**config.mk**
```make
export PLATFORM = sky130hd
export DESIGN_NAME = cta_adapter
export DESIGN_NICKNAME = d
export VERILOG_FILES = /design/src/include/cta_pkg.sv /design/src/hw/cta_pin_sync.sv /design/src/hw/cta_adapter.sv
export SDC_FILE = /design/constraint.sdc
export NUM_CORES = 1
export LEC_CHECK = 0
export BUFFER_PORTS_ARGS = -buffer_cell sky130_fd_sc_hd__buf_2
export CORE_UTILIZATION = 46
export DETAILED_ROUTE_END_ITERATION = 8
export GPL_TIMING_DRIVEN = 0
export PLACE_DENSITY = 0.72
export SLEW_MARGIN = 25
export SYNTH_ARGS = -nofsm -noshare
export SYNTH_HDL_FRONTEND = slang
export SYNTH_SLANG_ARGS = --single-unit
```
**constraint.sdc**
```tcl
create_clock -name clk_i -period 1.24 [get_ports clk_i]
set_clock_uncertainty 0.1 [all_clocks]
set_input_delay 0.062 -clock clk_i [delete_from_list [all_inputs] [get_ports clk_i]]
set_output_delay 0.062 -clock clk_i [all_outputs]
set_load 0.005 [all_outputs]
```
**src/include/cta_pkg.sv**
```systemverilog
// package of constants and carrier types for the console typewriter adapter
package cta_pkg;

  // register bus shape
  localparam int unsigned CTA_ADDR_W = 3;
  localparam int unsigned CTA_DATA_W = 8;

  // register indices on the plain register port
  localparam logic [2:0] CTA_OFS_FLAG  = 3'h0;
  localparam logic [2:0] CTA_OFS_CMD   = 3'h1;
  localparam logic [2:0] CTA_OFS_KEYB  = 3'h2;
  localparam logic [2:0] CTA_OFS_PRINT = 3'h3;
  localparam logic [2:0] CTA_OFS_TRAP  = 3'h4;

  // values after reset
  localparam logic [7:0] CTA_RST_BYTE = 8'h00;
  localparam logic [8:0] CTA_RST_WORD = 9'h100;

  // command register bits, bit 7 of the byte is the msb
  localparam int unsigned CTA_CMD_PROCEED_POS = 7;
  localparam int unsigned CTA_CMD_HOLDREQ_POS = 6;
  localparam int unsigned CTA_CMD_MUXREQ_POS  = 5;
  localparam int unsigned CTA_CMD_RESET_POS   = 4;
  localparam int unsigned CTA_CMD_ACK_POS     = 3;
  localparam int unsigned CTA_CMD_LEVREQ_POS  = 2;

  // status flag register bits
  localparam int unsigned CTA_FLG_ATTN_POS = 7;
  localparam int unsigned CTA_FLG_OPER_POS = 6;
  localparam int unsigned CTA_FLG_ALTD_POS = 5;
  localparam int unsigned CTA_FLG_BALL_POS = 3;
  localparam int unsigned CTA_FLG_END_POS  = 2;
  localparam int unsigned CTA_FLG_CREQ_POS = 1;
  localparam int unsigned CTA_FLG_CANC_POS = 0;

  // special print codes and trap block value
  localparam logic [7:0] CTA_PC_SHIFT   = 8'h01;
  localparam logic [7:0] CTA_PC_CR      = 8'h08;
  localparam logic [7:0] CTA_TRAP_BLOCK = 8'h0E;

  // pin synchroniser width, one bit per mechanism input
  localparam int unsigned CTA_SYNC_W = 14;

  // inputs from the typewriter mechanism and keyboard
  typedef struct packed {
    logic       ready;
    logic       request_key;
    logic       end_key;
    logic       cancel_key;
    logic       alter_key;
    logic       key_strobe;
    logic [7:0] key_code;
  } cta_mech_in_type;

  // outputs to the typewriter mechanism and lamps
  typedef struct packed {
    logic [7:0] print_code;
    logic       print_strobe;
    logic       carriage_return;
    logic       ball_side;
    logic       proceed_lamp;
    logic       request_pending_lamp;
  } cta_mech_out_type;

endpackage : cta_pkg

```
**src/hw/cta_pin_sync.sv**
```systemverilog
// two-stage synchroniser with rising-edge pulses for typewriter pins
`timescale 1ns/10ps
module cta_pin_sync #(
  parameter int unsigned WIDTH = 14
) (
  // clock and reset
  input  wire logic             clk_i,
  input  wire logic             rst_b_i,
  // asynchronous pins in
  input  wire logic [WIDTH-1:0] pin_i,
  // synchronised levels and edges out
  output logic      [WIDTH-1:0] level_o,
  output logic      [WIDTH-1:0] rise_o
);

  logic [WIDTH-1:0] meta_reg;
  logic [WIDTH-1:0] sync_reg;
  logic [WIDTH-1:0] last_reg;

  // first stage is read only by the second stage
  always_ff @(posedge clk_i or negedge rst_b_i) begin
    if (!rst_b_i) begin
      meta_reg <= '0;
      sync_reg <= '0;
    end else begin
      meta_reg <= pin_i;
      sync_reg <= meta_reg;
    end
  end

  // delayed copy for edge detection, taken from the settled stage
  always_ff @(posedge clk_i or negedge rst_b_i) begin
    if (!rst_b_i) begin
      last_reg <= '0;
    end else begin
      last_reg <= sync_reg;
    end
  end

  assign level_o = sync_reg;
  assign rise_o  = sync_reg & ~last_reg;

endmodule : cta_pin_sync

```
**src/hw/cta_adapter.sv**
```systemverilog
// console typewriter adapter: command, print, flag, keyboard and trap registers
//
// How it works
// RQ1 - four byte registers; host writes command and print code, reads flags, keyboard
// RQ2 - command write of zero clears its data bits, parity reads set
// RQ3 - print-code write of zero clears data bits, parity reads set
// RQ4 - reset-type command clears flags except ball side, which follows mechanism; operational follows ready and alter needs the 08 bit too
// RQ5 - zero command write leaves every sticky status flag unchanged
// RQ6 - typewriter becoming ready sets operational, end and console request
// RQ7 - host acknowledges with command 08; end and console request clear
// RQ8 - request key sets attention and console request, lights pending lamp
// RQ9 - command 08 clears attention, console request and pending lamp
// RQ10 - command 80 lights proceed lamp, flags untouched
// RQ11 - cancel key sets console request and cancel; command 08 clears both
// RQ12 - alter/display key sets its flag; command 84 clears it
// RQ13 - command 20 raises console request unless multiplexer hold-off set
// RQ14 - command 04 raises console request until zero command write
// RQ15 - command 40 sets sticky console request cleared only by command 10
// RQ16 - with command 50 loaded, print code 08 gives carriage return
// RQ17 - each print code 01 write shifts case, toggling ball-side flag
// RQ18 - print-code write prints that character on the mechanism; strobe goes out only with command 50 loaded
// RQ19 - with command 90 loaded, key presses load keyboard-code register
// RQ20 - host sets system byte bit 3 beforehand to reach remote typewriter
// RQ21 - trap register value 0E blocks trap requests to processor
// RQ22 - every stored register keeps an odd-parity bit generated on load; flags get theirs on read
// RQ23 - flags update on processor clock; system reset clears all registers
`timescale 1ns/10ps
module cta_adapter
  import cta_pkg::*;
(
  // clock and reset
  input  wire logic                  clk_i,
  input  wire logic                  rst_b_i,
  // register port
  input  wire logic [CTA_ADDR_W-1:0] reg_addr_i,
  input  wire logic [CTA_DATA_W-1:0] reg_wdata_i,
  input  wire logic                  reg_wr_i,
  input  wire logic                  reg_rd_i,
  output logic      [CTA_DATA_W:0]   reg_rdata_o,
  // processor side controls
  input  wire logic                  multiplexer_hold_off_i,
  output logic                       trap_req_o,
  // typewriter mechanism and keyboard
  input  wire cta_mech_in_type       mech_i,
  output cta_mech_out_type           mech_o
);

  // odd parity over a byte; an all-zero byte carries a set parity bit
  function automatic logic odd_par(input logic [7:0] b);
    odd_par = ~(^b);
  endfunction : odd_par

  // address match used by the write decoder; reads use a case on the address
  function automatic logic hit(input logic [CTA_ADDR_W-1:0] a,
                               input logic [CTA_ADDR_W-1:0] ofs);
    hit = (a == ofs);
  endfunction : hit

  // ------------------------------------------------------------------
  // pin synchronisation
  // ------------------------------------------------------------------
  logic [CTA_SYNC_W-1:0] pin_level;
  logic [CTA_SYNC_W-1:0] pin_rise;
  cta_mech_in_type       mech_sync;
  cta_mech_in_type       mech_edge;

  cta_pin_sync #(
    .WIDTH (CTA_SYNC_W)
  ) u_pin_sync (
    .clk_i   (clk_i),
    .rst_b_i (rst_b_i),
    .pin_i   (mech_i),
    .level_o (pin_level),
    .rise_o  (pin_rise)
  );

  assign mech_sync = cta_mech_in_type'(pin_level);
  assign mech_edge = cta_mech_in_type'(pin_rise);

  // the hold-off bit comes from another clocking area, so it is synchronised too
  logic hold_meta_reg;
  logic hold_sync_reg;

  always_ff @(posedge clk_i or negedge rst_b_i) begin
    if (!rst_b_i) begin
      hold_meta_reg <= 1'b0;
      hold_sync_reg <= 1'b0;
    end else begin
      hold_meta_reg <= multiplexer_hold_off_i;
      hold_sync_reg <= hold_meta_reg;
    end
  end

  // ------------------------------------------------------------------
  // write decode
  // ------------------------------------------------------------------
  logic wr_cmd;
  logic wr_print;
  logic wr_trap;
  logic ack_cmd;
  logic reset_cmd;
  logic alter_clr_cmd;

  // only command, print and trap registers accept writes; the rest ignore them
  assign wr_cmd   = reg_wr_i & hit(reg_addr_i, CTA_OFS_CMD);   // RQ1
  assign wr_print = reg_wr_i & hit(reg_addr_i, CTA_OFS_PRINT); // RQ1
  assign wr_trap  = reg_wr_i & hit(reg_addr_i, CTA_OFS_TRAP);

  // command bit meanings, decoded from the byte being written
  assign ack_cmd       = wr_cmd & reg_wdata_i[CTA_CMD_ACK_POS];
  assign reset_cmd     = wr_cmd & reg_wdata_i[CTA_CMD_RESET_POS];
  assign alter_clr_cmd = wr_cmd & reg_wdata_i[CTA_CMD_PROCEED_POS]
                                & reg_wdata_i[CTA_CMD_LEVREQ_POS];

  // ------------------------------------------------------------------
  // command register with stored parity
  // ------------------------------------------------------------------
  logic [8:0] command_reg;
  logic [8:0] command_next;

  // a zero write gives all data bits clear and parity set
  always_comb begin
    command_next = command_reg;
    if (wr_cmd) begin
      command_next = {odd_par(reg_wdata_i), reg_wdata_i}; // RQ2 RQ22
    end
  end

  always_ff @(posedge clk_i or negedge rst_b_i) begin
    if (!rst_b_i) begin
      command_reg <= CTA_RST_WORD; // RQ23
    end else begin
      command_reg <= command_next;
    end
  end

  // modes held in the command register
  logic print_allow;
  logic kbd_allow;

  assign print_allow = command_reg[CTA_CMD_HOLDREQ_POS] & command_reg[CTA_CMD_RESET_POS]; // RQ16
  assign kbd_allow   = command_reg[CTA_CMD_PROCEED_POS] & command_reg[CTA_CMD_RESET_POS]; // RQ19

  // ------------------------------------------------------------------
  // print-code register and mechanism strobes
  // ------------------------------------------------------------------
  logic [8:0] print_code_reg;
  logic       print_strobe_reg;
  logic       cr_reg;

  always_ff @(posedge clk_i or negedge rst_b_i) begin
    if (!rst_b_i) begin
      print_code_reg <= CTA_RST_WORD;
    end else if (wr_print) begin
      print_code_reg <= {odd_par(reg_wdata_i), reg_wdata_i}; // RQ3 RQ22
    end
  end

  // one-cycle strobe to the mechanism; held off unless printing is allowed
  always_ff @(posedge clk_i or negedge rst_b_i) begin
    if (!rst_b_i) begin
      print_strobe_reg <= 1'b0;
      cr_reg           <= 1'b0;
    end else begin
      print_strobe_reg <= wr_print & print_allow;                                // RQ18
      cr_reg           <= wr_print & print_allow & (reg_wdata_i == CTA_PC_CR);   // RQ16
    end
  end

  // ------------------------------------------------------------------
  // ball side: toggled by every shift code, kept across command resets
  // ------------------------------------------------------------------
  logic ball_reg;

  // the mechanism shifts on its own code, so no command gate is applied here
  always_ff @(posedge clk_i or negedge rst_b_i) begin
    if (!rst_b_i) begin
      ball_reg <= 1'b0;
    end else if (wr_print && reg_wdata_i == CTA_PC_SHIFT) begin
      ball_reg <= ~ball_reg; // RQ17
    end
  end

  // ------------------------------------------------------------------
  // sticky status flags; a set in the same cycle as a clear wins
  // ------------------------------------------------------------------
  logic attn_reg;
  logic end_reg;
  logic cancel_reg;
  logic alter_reg;
  logic evreq_reg;
  logic holdreq_reg;
  logic pending_reg;

  // attention from the request key, cleared by acknowledge or reset command
  always_ff @(posedge clk_i or negedge rst_b_i) begin
    if (!rst_b_i) begin
      attn_reg <= 1'b0;
    end else begin
      attn_reg <= (attn_reg & ~ack_cmd & ~reset_cmd) | mech_edge.request_key; // RQ8 RQ9
    end
  end

  // end from ready coming up or from the end key
  always_ff @(posedge clk_i or negedge rst_b_i) begin
    if (!rst_b_i) begin
      end_reg <= 1'b0;
    end else begin
      end_reg <= (end_reg & ~ack_cmd & ~reset_cmd)
               | mech_edge.ready | mech_edge.end_key; // RQ6 RQ7
    end
  end

  // cancel key
  always_ff @(posedge clk_i or negedge rst_b_i) begin
    if (!rst_b_i) begin
      cancel_reg <= 1'b0;
    end else begin
      cancel_reg <= (cancel_reg & ~ack_cmd & ~reset_cmd) | mech_edge.cancel_key; // RQ11
    end
  end

  // alter/display key, cleared by command 84 or a reset-type acknowledge
  always_ff @(posedge clk_i or negedge rst_b_i) begin
    if (!rst_b_i) begin
      alter_reg <= 1'b0;
    end else begin
      alter_reg <= (alter_reg & ~alter_clr_cmd & ~(reset_cmd & ack_cmd))
                 | mech_edge.alter_key; // RQ12 RQ4
    end
  end

  // console request raised by typewriter events
  always_ff @(posedge clk_i or negedge rst_b_i) begin
    if (!rst_b_i) begin
      evreq_reg <= 1'b0;
    end else begin
      evreq_reg <= (evreq_reg & ~ack_cmd & ~reset_cmd)
                 | mech_edge.ready | mech_edge.request_key  // RQ6 RQ8
                 | mech_edge.end_key | mech_edge.cancel_key; // RQ11
    end
  end

  // command 40 request survives a zero write, only a command carrying the 10 reset bit drops it
  always_ff @(posedge clk_i or negedge rst_b_i) begin
    if (!rst_b_i) begin
      holdreq_reg <= 1'b0;
    end else begin
      holdreq_reg <= (holdreq_reg & ~reset_cmd)
                   | (wr_cmd & reg_wdata_i[CTA_CMD_HOLDREQ_POS]); // RQ15
    end
  end

  // request-pending lamp follows the request key until acknowledged
  always_ff @(posedge clk_i or negedge rst_b_i) begin
    if (!rst_b_i) begin
      pending_reg <= 1'b0;
    end else begin
      pending_reg <= (pending_reg & ~ack_cmd & ~reset_cmd) | mech_edge.request_key; // RQ8 RQ9
    end
  end

  // ------------------------------------------------------------------
  // flag byte; level-type requests follow the command register directly
  // ------------------------------------------------------------------
  logic       creq;
  logic [7:0] flag_byte;

  // command 20 is gated by hold-off; 04 holds while loaded; zero drops both
  assign creq = evreq_reg | holdreq_reg
              | (command_reg[CTA_CMD_MUXREQ_POS] & ~hold_sync_reg) // RQ13
              | command_reg[CTA_CMD_LEVREQ_POS];                   // RQ14

  // a zero command write touches none of the sticky terms above
  always_comb begin
    flag_byte                   = CTA_RST_BYTE; // RQ5
    flag_byte[CTA_FLG_ATTN_POS] = attn_reg;
    flag_byte[CTA_FLG_OPER_POS] = mech_sync.ready;  // RQ6
    flag_byte[CTA_FLG_ALTD_POS] = alter_reg;
    flag_byte[CTA_FLG_BALL_POS] = ball_reg;         // RQ4
    flag_byte[CTA_FLG_END_POS]  = end_reg;
    flag_byte[CTA_FLG_CREQ_POS] = creq;
    flag_byte[CTA_FLG_CANC_POS] = cancel_reg;
  end

  // ------------------------------------------------------------------
  // keyboard-code register
  // ------------------------------------------------------------------
  logic [8:0] keyboard_code_reg;

  // code pins are settled by the time the strobe edge has passed the synchroniser
  always_ff @(posedge clk_i or negedge rst_b_i) begin
    if (!rst_b_i) begin
      keyboard_code_reg <= CTA_RST_WORD;
    end else if (kbd_allow && mech_edge.key_strobe) begin
      keyboard_code_reg <= {odd_par(mech_sync.key_code), mech_sync.key_code}; // RQ19 RQ22
    end
  end

  // ------------------------------------------------------------------
  // trap-request register
  // ------------------------------------------------------------------
  logic [8:0] trap_ctl_reg;
  logic       trap_req_reg;

  always_ff @(posedge clk_i or negedge rst_b_i) begin
    if (!rst_b_i) begin
      trap_ctl_reg <= CTA_RST_WORD;
    end else if (wr_trap) begin
      trap_ctl_reg <= {odd_par(reg_wdata_i), reg_wdata_i}; // RQ22
    end
  end

  // registered so the processor sees a clean level
  always_ff @(posedge clk_i or negedge rst_b_i) begin
    if (!rst_b_i) begin
      trap_req_reg <= 1'b0;
    end else begin
      trap_req_reg <= creq & (trap_ctl_reg[7:0] != CTA_TRAP_BLOCK); // RQ21
    end
  end

  // ------------------------------------------------------------------
  // read port: data in the cycle after the strobe, zero elsewhere
  // ------------------------------------------------------------------
  logic [8:0] rdata_reg;
  logic [8:0] rdata_next;

  // the flag byte gets parity on the fly since it is never written
  always_comb begin
    rdata_next = '0;
    if (reg_rd_i) begin
      unique case (reg_addr_i)
        CTA_OFS_FLAG:  rdata_next = {odd_par(flag_byte), flag_byte}; // RQ1
        CTA_OFS_CMD:   rdata_next = command_reg;
        CTA_OFS_KEYB:  rdata_next = keyboard_code_reg;             // RQ1
        CTA_OFS_PRINT: rdata_next = print_code_reg;
        CTA_OFS_TRAP:  rdata_next = trap_ctl_reg;
        default:       rdata_next = '0;
      endcase
    end
  end

  always_ff @(posedge clk_i or negedge rst_b_i) begin
    if (!rst_b_i) begin
      rdata_reg <= '0;
    end else begin
      rdata_reg <= rdata_next;
    end
  end

  // ------------------------------------------------------------------
  // outputs
  // ------------------------------------------------------------------
  assign reg_rdata_o                 = rdata_reg;
  assign trap_req_o                  = trap_req_reg;
  assign mech_o.print_code           = print_code_reg[7:0];
  assign mech_o.print_strobe         = print_strobe_reg;
  assign mech_o.carriage_return      = cr_reg;
  assign mech_o.ball_side            = ball_reg;
  assign mech_o.proceed_lamp         = command_reg[CTA_CMD_PROCEED_POS]; // RQ10
  assign mech_o.request_pending_lamp = pending_reg;

endmodule : cta_adapter

```
==> impl_metrics.env, run 1 <==
export IMPL_tns_ns=-1.38
export IMPL_violations="negative hold slack, negative setup slack"
export IMPL_async_flop_share=1.00
export IMPL_vias=2610
export IMPL_yosys_most_used_dff="dfrtp_1"
export IMPL_setup_slack_ns=-0.272
export IMPL_rr_startpoint="alter_reg"
export IMPL_p_leak_nw=2.33
export IMPL_cts_tree="yes"
export IMPL_initial_core_util=0.473
export IMPL_power_frac_comb=0.204
export IMPL_clock_sinks=92
export IMPL_grt_pass1_wl_um=12600
export IMPL_place_ws_ns=-0.369
export IMPL_startpoint_type="flop"
export IMPL_hold_viol=1
export IMPL_hold_class="in2reg"
export IMPL_total_power_mw=7.50
export IMPL_num_rows=32
export IMPL_avgViaCountPerCell=5.20
export IMPL_dpl_hpwl_um=5160
export IMPL_cts_buffers=9
export IMPL_worstMarginPinSlew_ns=0.568
export IMPL_status="complete, but fails checks"
export IMPL_ys_warn_count=0
export IMPL_rsz0062_at_grt="yes"
export IMPL_postRouteAntennaNets=0
export IMPL_final_util=0.637
export IMPL_clk_root_buffer_cell="clkbuf_8"
export IMPL_fp_dieW_um=90.9
export IMPL_drt_total_wl_um=8270
export IMPL_crit_fanout=3
export IMPL_fin_crit_sh=1.22
export IMPL_synth_most_common_cell="dfrtp_1"
export IMPL_syn_area_um2=3640
export IMPL_finalMaxSlewViolations=0
export IMPL_area_growth_syn_to_layout_pct=34.6
export IMPL_dieArea_um2=8270
export IMPL_ff2ff_setup_slack_ns=-0.27
export IMPL_crit_arrival_ns=1.66
export IMPL_required_ns=1.39
export IMPL_drcViolationCount=0
export IMPL_synth_commonest_cells="88 x dfrtp_1, 31 x nand2_1, 30 x o21ai_0"
export IMPL_port_buffer_count=52
export IMPL_die_h_um=90.9
export IMPL_yosysTopAreaCellShare=0.605
export IMPL_internal_power_mw=5.52
export IMPL_post_synth_main_area_contributors="dfrtp_1 61%, mux2_2 4.3%, o21ai_0 4.1%"
export IMPL_clockBufferDepth=2
export IMPL_ys_types=38
export IMPL_ff2ff_path_depth=4
export IMPL_hold_slack_ns=-0.00148
export IMPL_ys_seq_elements=92
export IMPL_syn_nets=329
export IMPL_p_seq_frac=0.498
export IMPL_place_congestion=0.909
export IMPL_grt_overflow=0
export IMPL_antenna_found_initial=0
export IMPL_power_frac_clock=0.298
export IMPL_switchingPower_mw=1.97
export IMPL_grt_max_degree=61
export IMPL_fp_coreArea_um2=7690
export IMPL_min_path_cells=3
export IMPL_grt_pass1_vias=2513
export IMPL_finalSetupViolCount=20
export IMPL_synth_seq_area_share=0.634
export IMPL_first_iter_violations=245
export IMPL_hold_path_startpoint="reg_wdata_i[4]"
export IMPL_h_tree_depth=3
export IMPL_fmax_mhz=662
export IMPL_slew_headroom=0.621
export IMPL_diodes=0
export IMPL_synth_edf_count=0
export IMPL_finalCriticalPeriod_ns=1.51
export IMPL_insertion_delay_ns=0.36
export IMPL_peakVddDrop_v=0.000810
export IMPL_final_layout_size_suffix_gt1_frac=0.363
export IMPL_drt_pass1_iterations=4
export IMPL_wl_per_cell_um=16.5
export IMPL_worstSetupPathType="reg2reg"
export IMPL_synth_largest_area_cell="dfrtp_1"
export IMPL_io_pins=53
export IMPL_synthCells=293
export IMPL_clk_pin_slew_worst_paths_ns=0.08
export IMPL_power_density_nw_per_um2=1530
export IMPL_switching_share=0.263
export IMPL_fin_nets=431
export IMPL_min_to="trap_ctl_reg[4]"
export IMPL_drv_cap=0
export IMPL_grtUsageTotal=0.201
export IMPL_end_kind="flop"
export IMPL_syn_avg_cell_area_um2=12.4
export IMPL_r2r_end="reg_rdata_o[8]"
==> kinds of logic (layout without fill, tap and decap cells) <==
group | Yosys count | after routing | share of synthesized area
mux | 17 | 17 | 0.0516
compound gates | 67 | 67 | 0.119
xor+xnor | 16 | 16 | 0.0423
fa+ha+maj | 6 | 6 | 0.0206
flops | 92 | 92 | 0.634
simple gates | 59 | 59 | 0.0802
buf+inv | 36 | 143 | 0.0523
==> stage by stage <==
stage	instance area [µm²]	hold WS [ns]	cells
finish	4890	-0.00148	502
global placement	4040	0.0701	447
global route	4890	0.00890	502
CTS	4700	0.000973	498
floorplan	3650	-0.334	293
detailed placement	4070	-0.134	448
==> cell type report <==
cell class	count	area, µm²
Timing Repair Buffer	95	729
Sequential cell	92	2310
Tap cell	102	128
Multi-Input combinational cell	165	1340
Clock inverter	6	87.6
Fill cell	572	2790
Inverter	12	45.0
Buffer	20	116
Clock buffer	10	138
==> how the worst max path moves through the flow <==
stage,slack (ns),from,to,cells after the start
after global routing,-0.33,alter_reg,reg_rdata_o[8],4
after CTS,-0.28,cancel_reg,reg_rdata_o[8],4
after global placement,-0.78,rst_b_i,u_pin_sync.meta_reg[8],1
after detailed placement,-0.37,command_reg[7],keyboard_code_reg[2],2
final,-0.27,alter_reg,reg_rdata_o[8],4
after floorplan,-0.11,alter_reg,reg_rdata_o[8],4
==> worst max-delay path: stages, from the launching register on <==
cell	delay, ns
dfrtp_2	0.44
xnor2_2	0.17
xnor3_1	0.44
xnor2_2	0.18
o2bb2ai_2	0.07
==> placed cells by master, fill, tap and decap left out, types with 2 or more instances in the layout <==
| master | netlist | routed |
|---|---|---|
| nand3b_1 | 2 | 2 |
| buf_4 | 13 | 19 |
| xnor2_2 | 0 | 6 |
| a21o_1 | 4 | 4 |
| inv_1 | 12 | 11 |
| dfstp_2 | 4 | 4 |
| o22ai_1 | 10 | 6 |
| mux2i_1 | 3 | 3 |
| mux2_4 | 0 | 13 |
| xnor2_1 | 12 | 6 |
| nor2_1 | 3 | 3 |
| buf_2 | 5 | 51 |
| nand3_1 | 2 | 2 |
| dlygate4sd3_1 | 0 | 25 |
| clkinvlp_4 | 0 | 3 |
| o21ai_0 | 30 | 29 |
| o22ai_2 | 0 | 4 |
| buf_6 | 0 | 13 |
| a22oi_2 | 0 | 7 |
| xor2_1 | 3 | 2 |
| ha_1 | 6 | 6 |
| bufinv_16 | 0 | 2 |
| dfrtp_1 | 88 | 87 |
| clkbuf_1 | 6 | 5 |
| and2_1 | 8 | 7 |
| nand2_1 | 31 | 31 |
| nor2b_1 | 3 | 3 |
| a22oi_1 | 16 | 9 |
| clkbuf_8 | 0 | 10 |
| nand4_1 | 2 | 2 |
==> per-layer routing <==
metal / GRT usage / wire [µm] / up-vias
met5: 0 / 0 / -
met4: 0.103 / 285 / 0
met2: 0.304 / 3950 / 101
met3: 0.0497 / 522 / 28
li1: - / - / 1197
met1: 0.271 / 3510 / 1284
==> power groups by stage <==
stage	clock (mW)	combinational [mW]	sequential [mW]
after floorplan	0	0.715	3.69
after global placement	0	1.01	3.77
after detailed placement	0	1.06	3.78
after CTS	2.25	1.33	3.72
after global routing	2.38	1.66	3.79
final	2.23	1.53	3.73
==> repair_timing <==
item,in CTS,in global routing
pin swaps,16,9
buffers inserted,9,8
gates resized for setup,21,32
hold buffers,25,0
endpoints found under the setup margin,18,34
hold endpoints to repair,122,0
No activity file was read; power rests on OpenSTA's default activity.
==> inputs of run 2 (changes only) <==
--- a/config.mk
+++ b/config.mk
@@ -8,9 +8,11 @@
 export BUFFER_PORTS_ARGS = -buffer_cell sky130_fd_sc_hd__buf_2
 export CORE_UTILIZATION = 46
 export DETAILED_ROUTE_END_ITERATION = 8
+export GPL_ROUTABILITY_DRIVEN = 0
 export GPL_TIMING_DRIVEN = 0
-export PLACE_DENSITY = 0.72
+export PLACE_DENSITY = 0.71
 export SLEW_MARGIN = 25
 export SYNTH_ARGS = -nofsm -noshare
 export SYNTH_HDL_FRONTEND = slang
+export SYNTH_HIERARCHICAL = 1
 export SYNTH_SLANG_ARGS = --single-unit
==> impl_metrics.env, run 2 <==
export IMPL_crit_buf_inv=0
export IMPL_p_leak_nw=2.26
export IMPL_ff2ff_path_depth=4
export IMPL_required_ns=1.38
export IMPL_vias=2566
export IMPL_first_iter_violations=194
export IMPL_setup_slack_ns=-0.579
export IMPL_drcViolationCount=0
export IMPL_slowest_stage="dfrtp_1"
export IMPL_fp_coreArea_um2=7730
export IMPL_finalSetupViolCount=12
export IMPL_drt_pass1_iterations=4
export IMPL_dpl_hpwl_um=5130
export IMPL_avgViaCountPerCell=5.09
export IMPL_grt_pass1_vias=2498
export IMPL_fin_crit_sh=1.47
export IMPL_area_growth_syn_to_layout_pct=31.3
export IMPL_clockBufferDepth=2
export IMPL_die_h_um=91.5
export IMPL_critPathLaunch="holdreq_reg"
export IMPL_drt_total_wl_um=8020
export IMPL_synthCells=304
export IMPL_antenna_found_initial=0
export IMPL_grt_pass1_wl_um=12600
export IMPL_path_cells="or3_4, or3_4, nand4_1, or3b_1"
export IMPL_wl_per_cell_um=15.9
export IMPL_clk_root_buffer_cell="clkbuf_8"
export IMPL_r2r_end="reg_rdata_o[8]"
export IMPL_ff2ff_setup_slack_ns=-0.58
export IMPL_fmax_mhz=550
export IMPL_violations="negative setup slack"
export IMPL_nFillCells=613
export IMPL_tns_ns=-2.10
export IMPL_crit_fanout=3
export IMPL_num_rows=32
export IMPL_diodes=0
export IMPL_status="complete, but fails checks"
export IMPL_h_tree_depth=3
export IMPL_postRouteAntennaNets=0
export IMPL_syn_nets=340
export IMPL_worstSetupEndpoint="reg_rdata_o[8]"
export IMPL_grtUsageTotal=0.200
export IMPL_rsz0062_at_grt="yes"
export IMPL_hold_viol=0
export IMPL_rr_startpoint="holdreq_reg"
export IMPL_startpoint_type="flop"
export IMPL_slew_headroom=0.485
export IMPL_syn_area_um2=3690
export IMPL_io_pins=53
export IMPL_ys_warn_count=6
export IMPL_finalCriticalPeriod_ns=1.82
export IMPL_final_layout_size_suffix_gt1_frac=0.341
export IMPL_clk_pin_slew_worst_paths_ns=0.09
export IMPL_worstMarginPinSlew_ns=0.767
export IMPL_grt_max_degree=63
export IMPL_path_depth=4
export IMPL_insertion_delay_ns=0.36
export IMPL_cpPeakStageDelay_ns=0.40
export IMPL_cts_buffers=9
export IMPL_cp_top_family="simple AND/OR/NAND/NOR gates"
export IMPL_hold_class="in2reg"
export IMPL_fp_dieW_um=91.5
export IMPL_port_buffer_count=49
export IMPL_dieArea_um2=8380
export IMPL_clock_sinks=92
export IMPL_dpl_cell_area_um2=4140
export IMPL_drv_cap=0
export IMPL_layout_commonest_cell="dfrtp_1"
export IMPL_fin_nets=433
export IMPL_peakVddDrop_v=0.00149
export IMPL_power_density_nw_per_um2=1460
export IMPL_final_util=0.627
export IMPL_design_area_um2=4840
export IMPL_mostFrequentLayoutCells="87 x dfrtp_1, 46 x buf_2, 33 x nand2_1"
export IMPL_finalMaxSlewViolations=0
export IMPL_worstSetupPathType="reg2reg"
export IMPL_crit_arrival_ns=1.96
export IMPL_grt_overflow=0
export IMPL_end_kind="flop"
export IMPL_cts_tree="yes"
export IMPL_crit_top_cell="or3_4"
export IMPL_initial_core_util=0.477
export IMPL_syn_avg_cell_area_um2=12.1
## run 2: worst min path at each step
stage	from	to	slack [ns]	cells past startpoint
6_report	reg_wdata_i[2]	alter_reg	0.01	4
5_1_grt	reg_wdata_i[2]	alter_reg	0.04	4
4_1_cts	reg_wdata_i[2]	alter_reg	0.002	4
3_5_place_dp	rst_b_i	reg_rdata_o[0]	-0.14	1
3_3_place_gp	mech_i[0]	u_pin_sync/meta_reg[0]	0.07	1
2_1_floorplan	rst_b_i	alter_reg	-0.33	0
## run 2: per-stage QoR
step | hold WS, ns | instances | setup WS (ns) | power [mW]
floorplan | -0.334 | 304 | -0.519 | 4.38
global placement | 0.0691 | 455 | -0.756 | 4.73
detailed placement | -0.140 | 456 | -0.617 | 4.79
CTS | 0.00213 | 502 | -0.575 | 7.00
global route | 0.0353 | 504 | -0.628 | 7.38
finish | 0.0110 | 504 | -0.579 | 7.06
## run 2: worst register-to-register path: cells and delay by family, from the launching register on
family	cells	cell delay, ns
flip-flops	1	0.40
AND/OR/NAND/NOR	4	1.20
## run 2: area by class of cell
type                            count  area, µm²  share of cell area
Sequential cell                    92       2310               0.476
Buffer                             20        155              0.0320
Inverter                            9       33.8             0.00697
Clock inverter                      7       83.8              0.0173
Timing Repair Buffer               83        618               0.128
Multi-Input combinational cell    182       1390               0.288
Clock buffer                        9        124              0.0256
Tap cell                          102        128              0.0263
## run 2: routing by layer
layer	GRT usage	vias up	routed length, µm
li1	-	1218	-
met1	0.270	1276	3550
met2	0.317	59	4010
met3	0.0394	13	297
met4	0.0833	0	159
met5	0	-	0
## run 2: timing repair
action / in CTS / in global routing
gates resized for setup: 14 / 23
pin swaps: 5 / 7
cloned: 1 / 0
endpoints found under the setup margin: 13 / 31
hold endpoints to repair: 130 / 5
setup buffers: 5 / 2
hold buffers: 25 / 3
## run 2: report_power, final
part / total, mW / switching, mW / internal, mW
Clock: 2.08 / 1.12 / 0.966
Sequential: 3.75 / 0.305 / 3.45
Combinational: 1.22 / 0.552 / 0.668
==> inputs of run 3 (changes only) <==
==> constraint.sdc (replaced) <==
create_clock -name clk_i -period 1.24 [get_ports clk_i]
set_clock_uncertainty 0.1 [all_clocks]
set_input_delay 0.124 -clock clk_i [delete_from_list [all_inputs] [get_ports clk_i]]
set_output_delay 0.124 -clock clk_i [all_outputs]
set_load 0.005 [all_outputs]
==> impl_metrics.env, run 3 (synthesis gave the netlist of run 2 again) <==
export IMPL_final_layout_size_suffix_gt1_frac=0.336
export IMPL_hold_class="in2reg"
export IMPL_diodes=0
export IMPL_first_iter_violations=228
export IMPL_drcViolationCount=0
export IMPL_gr_usage_met3=0.0427
export IMPL_peakVddDrop_v=0.000819
export IMPL_drt_pass1_iterations=4
export IMPL_die_h_um=91.5
export IMPL_path_cells="or3_4, or3_4, nand4_1, or3b_1"
export IMPL_antenna_found_initial=0
export IMPL_finalSetupViolCount=17
export IMPL_grt_pass1_vias=2586
export IMPL_p_leak_nw=2.23
export IMPL_layout_commonest_cell="dfrtp_1"
export IMPL_mostFrequentLayoutCells="88 x dfrtp_1, 46 x buf_2, 33 x nand2_1"
export IMPL_fmax_mhz=546
export IMPL_power_density_nw_per_um2=1430
export IMPL_required_ns=1.40
export IMPL_slew_headroom=0.604
export IMPL_dieArea_um2=8380
export IMPL_crit_buf_inv=0
export IMPL_area_growth_syn_to_layout_pct=30.6
export IMPL_worstSetupPathType="reg2reg"
export IMPL_wl_per_cell_um=15.9
export IMPL_cts_tree="yes"
export IMPL_io_pins=53
export IMPL_vias=2610
export IMPL_initial_core_util=0.477
export IMPL_r2r_end="reg_rdata_o[8]"
export IMPL_cpPeakStageDelay_ns=0.42
export IMPL_cp_top_family="simple AND/OR/NAND/NOR gates"
export IMPL_rsz0062_at_grt="yes"
export IMPL_crit_arrival_ns=1.99
export IMPL_fin_crit_sh=1.48
export IMPL_crit_top_cell="or3_4"
export IMPL_port_buffer_count=49
export IMPL_fp_coreArea_um2=7730
export IMPL_slowest_stage="dfrtp_1"
export IMPL_fp_dieW_um=91.5
export IMPL_setup_slack_ns=-0.590
export IMPL_finalMaxSlewViolations=0
export IMPL_ff2ff_setup_slack_ns=-0.59
export IMPL_avgViaCountPerCell=5.21
export IMPL_critPathLaunch="holdreq_reg"
export IMPL_grt_use_met2=0.317
export IMPL_grt_pass1_wl_um=13000
export IMPL_ff2ff_path_depth=4
export IMPL_total_power_mw=6.88
export IMPL_place_ws_ns=-0.612
export IMPL_dpl_hpwl_um=5110
export IMPL_num_rows=32
export IMPL_startpoint_type="flop"
export IMPL_grtUsageTotal=0.207
export IMPL_clk_root_buffer_cell="clkbuf_8"
export IMPL_min_path_cells=3
export IMPL_hold_path_startpoint="reg_wdata_i[0]"
export IMPL_cts_buffers=9
export IMPL_postRouteAntennaNets=0
export IMPL_hold_viol=0
export IMPL_status="complete, but fails checks"
export IMPL_grt_max_degree=79
export IMPL_min_to="command_reg[0]"
export IMPL_drv_cap=0
export IMPL_fin_nets=430
export IMPL_clk_pin_slew_worst_paths_ns=0.10
export IMPL_insertion_delay_ns=0.37
export IMPL_rr_startpoint="holdreq_reg"
export IMPL_worstMarginPinSlew_ns=0.594
export IMPL_grt_overflow=0
export IMPL_busiest_layer="met2"
export IMPL_use_met1=0.285
export IMPL_crit_fanout=3
export IMPL_drt_total_wl_um=7970
export IMPL_end_kind="flop"
export IMPL_h_tree_depth=3
export IMPL_violations="negative setup slack"
export IMPL_finalCriticalPeriod_ns=1.83
export IMPL_clockBufferDepth=2
export IMPL_clock_sinks=92
run 3: cell count changes in the layout (fill, tap and decap cells not counted), sizes merged:
cell / previous run / this run
buf: 71 / 70
clkinvlp: 1 / 2
dlygate4sd3: 26 / 24
bufinv: 1 / 0
run 3: worst register-to-register path, cell delays in order (launching register included):
cell	delay [ns]
dfrtp_1	0.42
or3_4	0.41
or3_4	0.36
nand4_1	0.10
or3b_1	0.34
run 3: repair_timing:
item | in CTS | in global routing
setup buffers | 9 | 4
hold buffers | 24 | 1
resized for setup | 12 | 25
pin swaps | 3 | 10
gates cloned | 1 | 0
endpoints found under the hold margin | 112 | 2
setup endpoints to repair | 22 | 34
run 3: routing by layer:
metal / share of wire / up-vias
met4: 0.022 / 0
met3: 0.059 / 17
met2: 0.47 / 93
met5: 0 / -
li1: - / 1216
met1: 0.44 / 1284
run 3: power breakdown:
part / internal (mW) / switching (mW)
Combinational: 0.646 / 0.560
Sequential: 3.45 / 0.292
Clock: 0.782 / 1.15
run 3: worst max path at each step:
| stage | to | slack, ns | depth (start not counted) |
|---|---|---|---|
| floorplan | reg_rdata_o[8] | -0.52 | 4 |
| global placement | u_pin_sync/last_reg[12] | -0.82 | 1 |
| detailed placement | reg_rdata_o[8] | -0.61 | 4 |
| CTS | reg_rdata_o[8] | -0.60 | 4 |
| global route | reg_rdata_o[8] | -0.63 | 4 |
| finish | reg_rdata_o[8] | -0.59 | 4 |
run 3: per-stage QoR:
stage | area [µm²] | hold WS [ns] | util | std cells | TNS [ns]
finish | 4820 | 0.00187 | 0.624 | 501 | -2.07
floorplan | 3760 | -0.272 | - | 304 | -0.741
global route | 4820 | 0.0122 | 0.624 | 501 | -2.68
global placement | 4130 | 0.131 | 0.535 | 455 | -82.81
CTS | 4680 | 0.000839 | 0.606 | 499 | -2.19
detailed placement | 4170 | -0.134 | 0.539 | 456 | -10.68
run 3: final cells by class:
| class | instances | area (µm²) |
|---|---|---|
| Clock buffer | 9 | 124 |
| Timing Repair Buffer | 87 | 647 |
| Buffer | 13 | 131 |
| Inverter | 9 | 33.8 |
| Sequential cell | 92 | 2310 |
| Fill cell | 573 | 2910 |
| Clock inverter | 7 | 71.3 |
| Multi-Input combinational cell | 182 | 1380 |
| Tap cell | 102 | 128 |
